### config.mk
export PLATFORM = sky130hd
export DESIGN_NAME = rsc_top
export DESIGN_NICKNAME = d
export VERILOG_FILES = /design/src/rsc_pkg.sv /design/src/rsc_sync2.sv /design/src/rsc_top.sv
export VERILOG_INCLUDE_DIRS = /design/src /design/src/src
export SDC_FILE = /design/constraint.sdc
export NUM_CORES = 1
export LEC_CHECK = 0
export ABC_AREA = 1
export ABC_CLOCK_PERIOD_IN_PS = 850
export BUFFER_PORTS_ARGS = -buffer_cell sky130_fd_sc_hd__buf_2
export CAP_MARGIN = 0
export CORE_AREA = 2 2 39 41
export DETAILED_ROUTE_END_ITERATION = 12
export DIE_AREA = 0 0 41 43
export PLACE_DENSITY = 0.69
export SYNTH_ARGS = -nofsm -noshare
export SYNTH_HDL_FRONTEND = slang
export SYNTH_SLANG_ARGS = --single-unit
### constraint.sdc
create_clock -name core_clk -period 0.85 [get_ports core_clk]
set_input_delay 0.17 -clock core_clk [delete_from_list [all_inputs] [get_ports core_clk]]
set_output_delay 0.17 -clock core_clk [all_outputs]
set_load 0.02 [all_outputs]
### src/rsc_consts.svh
// Constants for the speed-selection control block.
`ifndef RSC_CONSTS_SVH
`define RSC_CONSTS_SVH
`define RSC_ADDR_W 8
`define RSC_DATA_W 8
`define RSC_TAG_ADDR 8'h0d
`define RSC_SOFT_ADDR 8'h6e
`define RSC_SOFT_BIT 3
`define RSC_TAG_FC_BIT 0
`define RSC_TAG_COUNT 8
`define RSC_TAG_VALUE 8'h01
`define RSC_TAG_RSVD_MASK 8'hfe
`define RSC_SOFT_RESET 1'b0
`define RSC_RD_IDLE 8'h00
`define RSC_PAGE_ID 1'b0
`define RSC_PAGE_DIAG 1'b1
`endif

### src/rsc_pkg.sv
// Types shared by the speed-selection control block.
package rsc_pkg;
  typedef enum logic [1:0] {
    RSC_RATE_LOW = 2'b01,
    RSC_RATE_HIGH = 2'b10
  } rsc_rate_t;
  typedef logic [7:0] rsc_byte_t;
endpackage : rsc_pkg

### src/rsc_sync2.sv
// Two-stage synchroniser for a level arriving from a pin.
`timescale 1ns/100ps
module rsc_sync2 (
  input wire logic core_clk,
  input wire logic reset_n,
  input wire logic d,
  output logic q
);
  logic meta_ff;

  // The first stage feeds only the second stage.
  always_ff @(posedge core_clk or negedge reset_n) begin
    if (!reset_n) begin
      meta_ff <= 1'b0;
      q <= 1'b0;
    end else begin
      meta_ff <= d;
      q <= meta_ff;
    end
  end
endmodule : rsc_sync2

### src/rsc_top.sv
// Speed-selection control: pin and software speed bit, compliance tag byte.
`timescale 1ns/100ps
`include "rsc_consts.svh"
module rsc_top (
  input wire logic core_clk,
  input wire logic reset_n,
  input wire logic speed_pin,
  input wire logic mgmt_page,
  input wire logic [`RSC_ADDR_W-1:0] mgmt_addr,
  input wire logic mgmt_wr_stb,
  input wire rsc_pkg::rsc_byte_t mgmt_wr_data,
  input wire logic mgmt_rd_stb,
  output rsc_pkg::rsc_byte_t mgmt_rd_data,
  output logic mgmt_rd_valid,
  output logic rx_rate_high,
  output rsc_pkg::rsc_rate_t rx_rate_state,
  output logic legacy_mode
);
  import rsc_pkg::*;

  // Typed copy of the tag byte so each position is picked out by index, not by a shift.
  localparam rsc_byte_t tag_word = `RSC_TAG_VALUE;

  logic pin_sync;
  logic soft_speed_ff;
  logic nxt_soft_speed;
  rsc_rate_t rate_ff;
  rsc_rate_t nxt_rate;
  rsc_byte_t rd_data_ff;
  rsc_byte_t nxt_rd_data;
  logic rd_valid_ff;
  logic rx_high_ff;
  logic legacy_ff;
  logic [`RSC_TAG_COUNT-1:0] tag_bits;
  logic hit_tag;
  logic hit_soft;

  // The pin comes from the host and is asynchronous to this clock.
  rsc_sync2 u_pin_sync (
    .core_clk(core_clk),
    .reset_n(reset_n),
    .d(speed_pin),
    .q(pin_sync)
  );

  // Each tag is a fixed bit; reserved positions are forced to zero so a
  // later edit of the tag value cannot advertise an undefined grouping.
  genvar gi;
  generate
    for (gi = 0; gi < `RSC_TAG_COUNT; gi = gi + 1) begin : g_tag
      if (gi == `RSC_TAG_FC_BIT) begin : g_fc
        assign tag_bits[gi] = tag_word[gi];
      end else begin : g_rsvd
        assign tag_bits[gi] = 1'b0;
      end
    end
  endgenerate

  assign hit_tag = (mgmt_page == `RSC_PAGE_ID) && (mgmt_addr == `RSC_TAG_ADDR);
  assign hit_soft = (mgmt_page == `RSC_PAGE_DIAG) && (mgmt_addr == `RSC_SOFT_ADDR);

  // Software speed bit; the ID page has no writable storage at all.
  always_comb begin
    nxt_soft_speed = soft_speed_ff;
    if (mgmt_wr_stb && hit_soft) begin
      nxt_soft_speed = mgmt_wr_data[`RSC_SOFT_BIT];
    end
  end

  always_ff @(posedge core_clk or negedge reset_n) begin
    if (!reset_n) begin
      soft_speed_ff <= `RSC_SOFT_RESET;
    end else begin
      soft_speed_ff <= nxt_soft_speed;
    end
  end

  // Effective choice; the same two-state behaviour applies whatever tags
  // are set, which keeps legacy hosts working unchanged.
  always_comb begin
    if (pin_sync || soft_speed_ff) begin
      nxt_rate = RSC_RATE_HIGH;
    end else begin
      nxt_rate = RSC_RATE_LOW;
    end
  end

  always_ff @(posedge core_clk or negedge reset_n) begin
    if (!reset_n) begin
      rate_ff <= RSC_RATE_LOW;
      rx_high_ff <= 1'b0;
    end else begin
      rate_ff <= nxt_rate;
      rx_high_ff <= (nxt_rate == RSC_RATE_HIGH);
    end
  end

  // Legacy flag shows that no extended grouping is advertised.
  always_ff @(posedge core_clk or negedge reset_n) begin
    if (!reset_n) begin
      legacy_ff <= 1'b0;
    end else begin
      legacy_ff <= (tag_bits == '0);
    end
  end

  // Register read path: one cycle from strobe to data; unmapped reads give zero.
  always_comb begin
    nxt_rd_data = `RSC_RD_IDLE;
    case (1'b1)
      hit_tag: begin
        nxt_rd_data = tag_bits;
      end
      hit_soft: begin
        nxt_rd_data[`RSC_SOFT_BIT] = soft_speed_ff;
      end
      default: begin
        nxt_rd_data = `RSC_RD_IDLE;
      end
    endcase
  end

  always_ff @(posedge core_clk or negedge reset_n) begin
    if (!reset_n) begin
      rd_data_ff <= `RSC_RD_IDLE;
      rd_valid_ff <= 1'b0;
    end else begin
      rd_valid_ff <= mgmt_rd_stb;
      if (mgmt_rd_stb) begin
        rd_data_ff <= nxt_rd_data;
      end
    end
  end

  assign mgmt_rd_data = rd_data_ff;
  assign mgmt_rd_valid = rd_valid_ff;
  assign rx_rate_high = rx_high_ff;
  assign rx_rate_state = rate_ff;
  assign legacy_mode = legacy_ff;

  // Checks.
  property p_or_high;
    @(posedge core_clk) disable iff (!reset_n)
    (pin_sync || soft_speed_ff) |=> rx_rate_high;
  endproperty
  a_or_high: assert property (p_or_high)
    else $error("Receiver rate not high while pin or soft bit set.");

  property p_both_low;
    @(posedge core_clk) disable iff (!reset_n)
    (!pin_sync && !soft_speed_ff) |=> (rx_rate_state == RSC_RATE_LOW) && !rx_rate_high;
  endproperty
  a_both_low: assert property (p_both_low)
    else $error("Receiver rate not low while both inputs low.");

  property p_soft_write;
    @(posedge core_clk) disable iff (!reset_n)
    (mgmt_wr_stb && hit_soft) |=> (soft_speed_ff == $past(mgmt_wr_data[`RSC_SOFT_BIT]));
  endproperty
  a_soft_write: assert property (p_soft_write)
    else $error("Software speed bit did not take the written value.");

  property p_soft_to_rate;
    @(posedge core_clk) disable iff (!reset_n)
    (mgmt_wr_stb && hit_soft && mgmt_wr_data[`RSC_SOFT_BIT]) |=> ##1 rx_rate_high;
  endproperty
  a_soft_to_rate: assert property (p_soft_to_rate)
    else $error("Soft bit write did not raise receiver rate in two cycles.");

  property p_pin_path;
    @(posedge core_clk) disable iff (!reset_n)
    (speed_pin && !soft_speed_ff) [*4] |-> rx_rate_high;
  endproperty
  a_pin_path: assert property (p_pin_path)
    else $error("Steady high pin did not raise receiver rate.");

  property p_tag_read;
    @(posedge core_clk) disable iff (!reset_n)
    (mgmt_rd_stb && hit_tag) |=> mgmt_rd_valid && (mgmt_rd_data == `RSC_TAG_VALUE);
  endproperty
  a_tag_read: assert property (p_tag_read)
    else $error("Tag byte read returned wrong value.");

  property p_rsvd_zero;
    @(posedge core_clk) disable iff (!reset_n)
    (mgmt_rd_stb && hit_tag) |=> ((mgmt_rd_data & `RSC_TAG_RSVD_MASK) == 8'h00);
  endproperty
  a_rsvd_zero: assert property (p_rsvd_zero)
    else $error("Reserved tag bits read nonzero.");

  property p_id_ro;
    @(posedge core_clk) disable iff (!reset_n)
    (mgmt_wr_stb && hit_tag) ##2 (mgmt_rd_stb && hit_tag)
      |=> (mgmt_rd_data == `RSC_TAG_VALUE) && $stable(soft_speed_ff);
  endproperty
  a_id_ro: assert property (p_id_ro)
    else $error("Write to read-only page changed state.");

  property p_soft_hold;
    @(posedge core_clk) disable iff (!reset_n)
    !(mgmt_wr_stb && hit_soft) |=> $stable(soft_speed_ff);
  endproperty
  a_soft_hold: assert property (p_soft_hold)
    else $error("Software speed bit changed without a write.");

  property p_legacy;
    @(posedge core_clk) disable iff (!reset_n)
    $rose(reset_n) ##1 1'b1 |-> (legacy_mode == (`RSC_TAG_VALUE == 8'h00));
  endproperty
  a_legacy: assert property (p_legacy)
    else $error("Legacy flag disagrees with tag byte.");

  property p_state_pair;
    @(posedge core_clk) disable iff (!reset_n)
    ##1 (rx_rate_high == (rx_rate_state == RSC_RATE_HIGH));
  endproperty
  a_state_pair: assert property (p_state_pair)
    else $error("Receiver rate flag and state disagree.");

  property p_rd_quiet;
    @(posedge core_clk) disable iff (!reset_n)
    !mgmt_rd_stb |=> !mgmt_rd_valid;
  endproperty
  a_rd_quiet: assert property (p_rd_quiet)
    else $error("Read valid raised without a read request.");

  property p_state_onehot;
    @(posedge core_clk) disable iff (!reset_n)
    $onehot(rx_rate_state);
  endproperty
  a_state_onehot: assert property (p_state_onehot)
    else $error("Receiver rate state is not a legal one-hot code.");
endmodule : rsc_top

==> results of run 1 <==
layout make-up:
class | count | area share, %
Multi-Input combinational cell | 34 | 24.68
Inverter | 9 | 5.794
Clock buffer | 4 | 4.506
Tap cell | 16 | 3.433
Timing Repair Buffer | 22 | 27.04
Sequential cell | 8 | 34.55
synth_stat cells:
library cell	instances	share of area, %
nor2_2	2	3.0
conb_1	1	0.90
nor2_1	8	7.2
nand4_1	4	6.0
buf_4	8	14
inv_1	9	8.1
dfstp_2	1	6.3
dfrtp_1	7	42
nand2_1	12	11
nor3_1	1	1.2
layer usage:
layer | part of all wire, % | track usage, % | wire (um) | vias to the layer above
met1 | 36 | 11.00 | 243 | 163
met3 | 12 | 9.948 | 82 | 0
met4 | 0 | 3.333 | 0 | 0
li1 | - | - | - | 191
met5 | 0 | 0 | 0 | -
met2 | 52 | 16.56 | 354 | 16
stage by stage:
step / instances / util [%] / hold slack [ns] / power, W / setup WS (ns)
global placement: 87 / 36.08 / 0.01379 / 0.0005325 / 0.04429
CTS: 92 / 41.41 / 0.01769 / 0.0008550 / -0.2005
global route: 93 / 42.13 / 0.04220 / 0.0009326 / -0.2319
floorplan: 59 / - / -0.1256 / 0.0005029 / 0.06697
finish: 93 / 42.13 / 0.05449 / 0.0008477 / -0.1923
detailed placement: 87 / 36.08 / 0.01486 / 0.0005350 / 0.03992
registers in the layout, summed over array words and instances (netlist names):
signal and flops:
rx_rate_state 2, u_pin_sync.q 1, soft_speed_ff 1, mgmt_rd_valid 1, mgmt_rd_data 2, u_pin_sync.meta_ff 1
power groups by stage:
stage	clock network, W	registers (W)	logic [W]
after floorplan	0	0.000417	0.0000856
after global placement	0	0.000406	0.000126
after detailed placement	0	0.000407	0.000128
after CTS	0.000309	0.000403	0.000143
after global routing	0.000362	0.000404	0.000167
final	0.000299	0.000403	0.000146
worst min path at each step:
stage	endpoint	cells after the start
2_1_floorplan	mgmt_rd_data[0]$_DFFE_PN0P_	0
3_3_place_gp	mgmt_rd_valid$_DFF_PN0_	1
3_5_place_dp	mgmt_rd_valid$_DFF_PN0_	1
6_report	mgmt_rd_valid$_DFF_PN0_	1
5_1_grt	mgmt_rd_valid$_DFF_PN0_	1
4_1_cts	u_pin_sync.meta_ff$_DFF_PN0_	1
cells by family after synthesis:
group | Yosys count | share of synthesized area [%]
buffers and inverters | 17 | 22.52
and+or+nand+nor | 27 | 28.23
DFF | 8 | 48.35
other | 1 | 0.9000
timing repair:
action,in CTS,in global routing
pin swaps,0,0
hold endpoints to repair,8,1
endpoints found under the setup margin,6,6
hold buffers,1,1
gates resized for setup,12,0
==> flow_metrics.tcl, run 1 <==
set metrics [dict create \
    status "finished with violations" \
    violations "setup timing" \
    vias 370 \
    nets 100 \
    ff2ff_path_depth 2 \
    setup_tns_ns -0.6225 \
    cp.depth 1 \
    nFillCells 145 \
    netlist_instances 53 \
    post_cts_buffers 0 \
    start_kind "register" \
    reg2reg_to "rx_rate_state[1]$_DFF_PN0_" \
    syn_area_um2 416.7 \
    dp_hpwl_um 596.3 \
    path_class "reg -> out" \
    maxCapViolations 0 \
    critPathLaunch "rx_rate_state[0]$_DFF_PN1_" \
    dieArea_um2 1763 \
    first_pass_iters 2 \
    end_kind "output pin" \
    via_per_inst 3.978 \
    p_leak_nw 0.3399 \
    cts_num_sinks 8 \
    ant_nets 0 \
    max_stage_delay_ns 0.52 \
    ys_ff_latch 8 \
    gp_congestion 0.7587 \
    drive_above_1_share_pct 33.77 \
    power_density_nw_per_um2 1454 \
    grt_pass1_wl_mm 1.248 \
    hold_violations 0 \
    hold_start "mgmt_rd_stb" \
    min_path_type "in -> reg" \
    grt_max_degree 9 \
    grt_antenna_before_repair 0 \
    r2r_slack_ns 0.16 \
    slew_violations 0 \
    endpoint "rx_rate_state[0]" \
    drc 0 \
    max_freq_ghz 0.9595 \
    avgSynthCellArea_um2 7.861 \
    cts_tree "done" \
    yosys_warnings 0 \
    rsz0062_at_grt "yes" \
    grtUsageTotal_pct 11.17 \
    pwr-share-seq_pct 47.5 \
    post_dp_cell_area_um2 499.2 \
    fp.coreArea_um2 1384 \
    worstPathArrival_ns 0.87 \
    antenna_cells 0 \
    setup_viol 6 \
    synthToLayoutAreaGrowth_pct 39.94 \
    final.period_utilization_pct 122.6 \
    multi_input_area_um2 143.9 \
    wirelength_um 680 \
    layout_common_cells "buf_2, nand2_1, inv_1, nor2_1" \
    die_h_um 43 \
    layout_setup_ws_ns -0.1923 \
    die_w_um 41 \
    wl_per_cell_um 7.312 \
    grt.overflow.total 0 \
    grt_pass1_vias 338 \
    drt_iter0_markers 3 \
    slowest_stage "dfstp_2" \
    cts.clk_slew.worst_paths_ns 0.05 \
    synth_cell_types 10 \
    htreeDepth 1 \
    cp.required_ns 0.68 \
    yosysSeqAreaShare_pct 48.35 \
    clockPowerShare_pct 35.3 \
    final-seq-area_um2 201.4 \
    p_comb_share_pct 17.2 \
    p_sw_share_pct 25.15 \
    clock_path_buffers 2 \
    start_util_pct 30.11 \
    finClkSkew_ns 0.002400 \
    clock_latency_ns 0.25 \
    io_pins 35 \
    period_minus_slack_ns 1.042 \
    final_common_cell "buf_2" \
    crit_family "flip-flops" \
    power.switching_w 0.0002132 \
    io_buffer_count 20 \
    crit_path_cell_trace "buf_6" \
    cts_buffers 3 \
    ir_drop_v 0.0007296 \
    p_int_w 0.0006346 \
    path_buf_inv 1 \
    r2r_start "soft_speed_ff$_DFFE_PN0P_" \
    cp_max_fo 1 \
    design_area_um2 583.1 \
    fp-row-count 14 \
    cts_root_buf "clkbuf_4" \
]
(Power assumes the default switching activity.)
==> inputs of run 2 (changes only) <==
- ABC_AREA: 1 -> 0
- PLACE_DENSITY: 0.69 -> 0.65
==> run 2 against run 1 <==
Compared with the run above: critical endpoint unchanged; the flow still finishes with violations (setup timing); non-clock buffer count up 2; worst hold slack got worse by 0.032 ns; via count down 24%; highest routed layer is now met4; cell count fell by 23%; global-route usage is 2.7 points lower; critical path depth unchanged.
==> flow_metrics.tcl, run 2 <==
set metrics [dict create \
    violations "setup timing" \
    final_common_cell "buf_2" \
    path_buf_inv 1 \
    crit_family "flip-flops" \
    max_stage_delay_ns 0.52 \
    gp_congestion 0.6370 \
    yosysSeqAreaShare_pct 55.71 \
    drt_iter0_markers 2 \
    io_pins 35 \
    synth-main-ff-cell "dfrtp_1" \
    p_sw_share_pct 23.36 \
    fp-row-count 14 \
    cts_buffers 3 \
    setup_viol 6 \
    p_int_w 0.0006325 \
    synth.most_common_cell "buf_4" \
    via_per_inst 3.931 \
    first_pass_iters 2 \
    antenna_cells 0 \
    setup_tns_ns -0.6054 \
    power.switching_w 0.0001927 \
    whs_ns 0.02253 \
    htreeDepth 1 \
    nets 79 \
    clock_path_buffers 2 \
    grt_max_degree 9 \
    drc 0 \
    grt_antenna_before_repair 0 \
    async_flop_share_pct 100.0 \
    slew_violations 0 \
    cts_num_sinks 8 \
    grt_pass1_wl_um 862 \
    maxCapViolations 0 \
    synth_cell_types 14 \
    worstPathArrival_ns 0.87 \
    start_util_pct 26.13 \
    synth_area_leaders "dfrtp_1, buf_4, dfstp_2" \
    r2r_slack_ns 0.02 \
    wl_per_cell_um 7.958 \
    final.period_utilization_pct 122.3 \
    drive_above_1_share_pct 50.00 \
    layout_setup_ws_ns -0.1900 \
    power_density_nw_per_um2 1527 \
    rsz0062_at_grt "yes" \
    wirelength_um 573 \
    p_leak_nw 0.2870 \
    design_area_um2 540.5 \
    p_comb_share_pct 14.9 \
    grt_pass1_vias 232 \
    fp.coreArea_um2 1384 \
    cp.required_ns 0.68 \
    yosys_warnings 0 \
    slowest_stage "dfstp_2" \
    finClkSkew_ns 0.005809 \
    dieArea_um2 1763 \
    grtUsageTotal_pct 8.511 \
    io_buffer_count 20 \
    die_h_um 43 \
    grt.overflow.total 0 \
    clock_latency_ns 0.25 \
    cts_tree "done" \
    max_freq_ghz 0.9616 \
    synth_edf_count 0 \
    ir_drop_v 0.0006406 \
    clockPowerShare_pct 36.3 \
    die_w_um 41 \
    netlist_instances 30 \
    vias 283 \
    cts_root_buf "clkbuf_4" \
    layout_common_cells "buf_2, conb_1, dfrtp_1, buf_6" \
    ys_ff_latch 8 \
    path_class "reg -> out" \
    cts.clk_slew.worst_paths_ns 0.05 \
    pwr-share-seq_pct 48.8 \
    synth_largest_area_cell "dfrtp_1" \
    crit_path_cell_trace "buf_6" \
    post_dp_cell_area_um2 459.2 \
    synthToLayoutAreaGrowth_pct 49.48 \
    synthTopCellsByCount "buf_4, dfrtp_1, inv_1, nand4_1" \
    hold_violations 0 \
    syn_area_um2 361.6 \
    status "finished with violations" \
    avgSynthCellArea_um2 12.05 \
    cp_max_fo 1 \
    start_kind "register" \
    netlist.area_leader.share_pct 48.44 \
    period_minus_slack_ns 1.040 \
    min_path_type "in -> reg" \
    ant_nets 0 \
    end_kind "output pin" \
]
==> run 2: cell types whose count changed in the layout (fill, tap and decap cells not counted), sizes merged, moves of 2 or more <==
| cell | previous run | this run |
|---|---|---|
| buf | 20 | 23 |
| inv | 9 | 3 |
| nand2 | 12 | 0 |
| nand4 | 4 | 2 |
| nor2 | 10 | 0 |
==> run 2: worst paths after layout <==
check | from | depth (start not counted) | to
max | rx_rate_state[0]$_DFF_PN1_ | 1 | rx_rate_state[0]
min in group asynchronous | reset_n | 2 | mgmt_rd_data[3]$_DFFE_PN0P_
max in group asynchronous | reset_n | 2 | rx_rate_state[0]$_DFF_PN1_
max reg2reg | soft_speed_ff$_DFFE_PN0P_ | 1 | rx_rate_state[1]$_DFF_PN0_
min | speed_pin | 1 | u_pin_sync.meta_ff$_DFF_PN0_
min reg2reg | u_pin_sync.meta_ff$_DFF_PN0_ | 0 | u_pin_sync.q$_DFF_PN0_
==> run 2: power groups by stage <==
stage                     Clock [W]  Combinational [W]  Sequential (W)
after global routing       0.000348           0.000136        0.000404
after floorplan                   0          0.0000705        0.000417
after global placement            0           0.000108        0.000406
after detailed placement          0           0.000108        0.000407
after CTS                  0.000316           0.000124        0.000403
final                      0.000299           0.000123        0.000403
==> run 2: per-layer routing <==
metal | GRT usage (%) | share of wire [%] | up-vias
li1 | - | - | 140
met1 | 7.285 | 36 | 118
met3 | 8.377 | 18 | 2
met5 | 0 | 0 | -
met4 | 8.000 | 1.7 | 0
met2 | 10.63 | 44 | 23
==> run 2: cell families (layout without fill, tap and decap cells) <==
logic type	count (synthesis)	in the layout	synth area share, %
compound gates	1	1	1.383
buf+inv	11	31	19.72
flops	8	8	55.71
mux	2	2	5.882
other cells	1	7	1.037
simple gates	7	7	16.26
==> run 2: area by class of cell <==
| type | count | area (um2) |
|---|---|---|
| tap | 16 | 20.02 |
| multi-input combinational | 17 | 111.4 |
| inverter | 3 | 11.26 |
| timing repair buffer | 24 | 170.2 |
| clock buffer | 4 | 26.28 |
| fill | 144 | 843.3 |
| sequential | 8 | 201.4 |
==> run 2: timing repair <==
item,in CTS,in global routing
pin swaps,0,0
hold buffers,1,0
gates cloned,0,0
setup endpoints to repair,6,6
hold endpoints to repair,8,0
gates resized for setup,12,0
setup buffers,1,0
==> run 2: per-stage QoR <==
step	utilization (%)	std cells	setup slack [ns]	total power [W]
finish	39.06	72	-0.1900	0.0008252
global placement	33.18	66	-0.2161	0.0005142
global route	39.06	72	-0.2327	0.0008876
detailed placement	33.18	66	-0.2311	0.0005154
CTS	39.06	72	-0.2067	0.0008433
floorplan	-	36	-0.1146	0.0004874
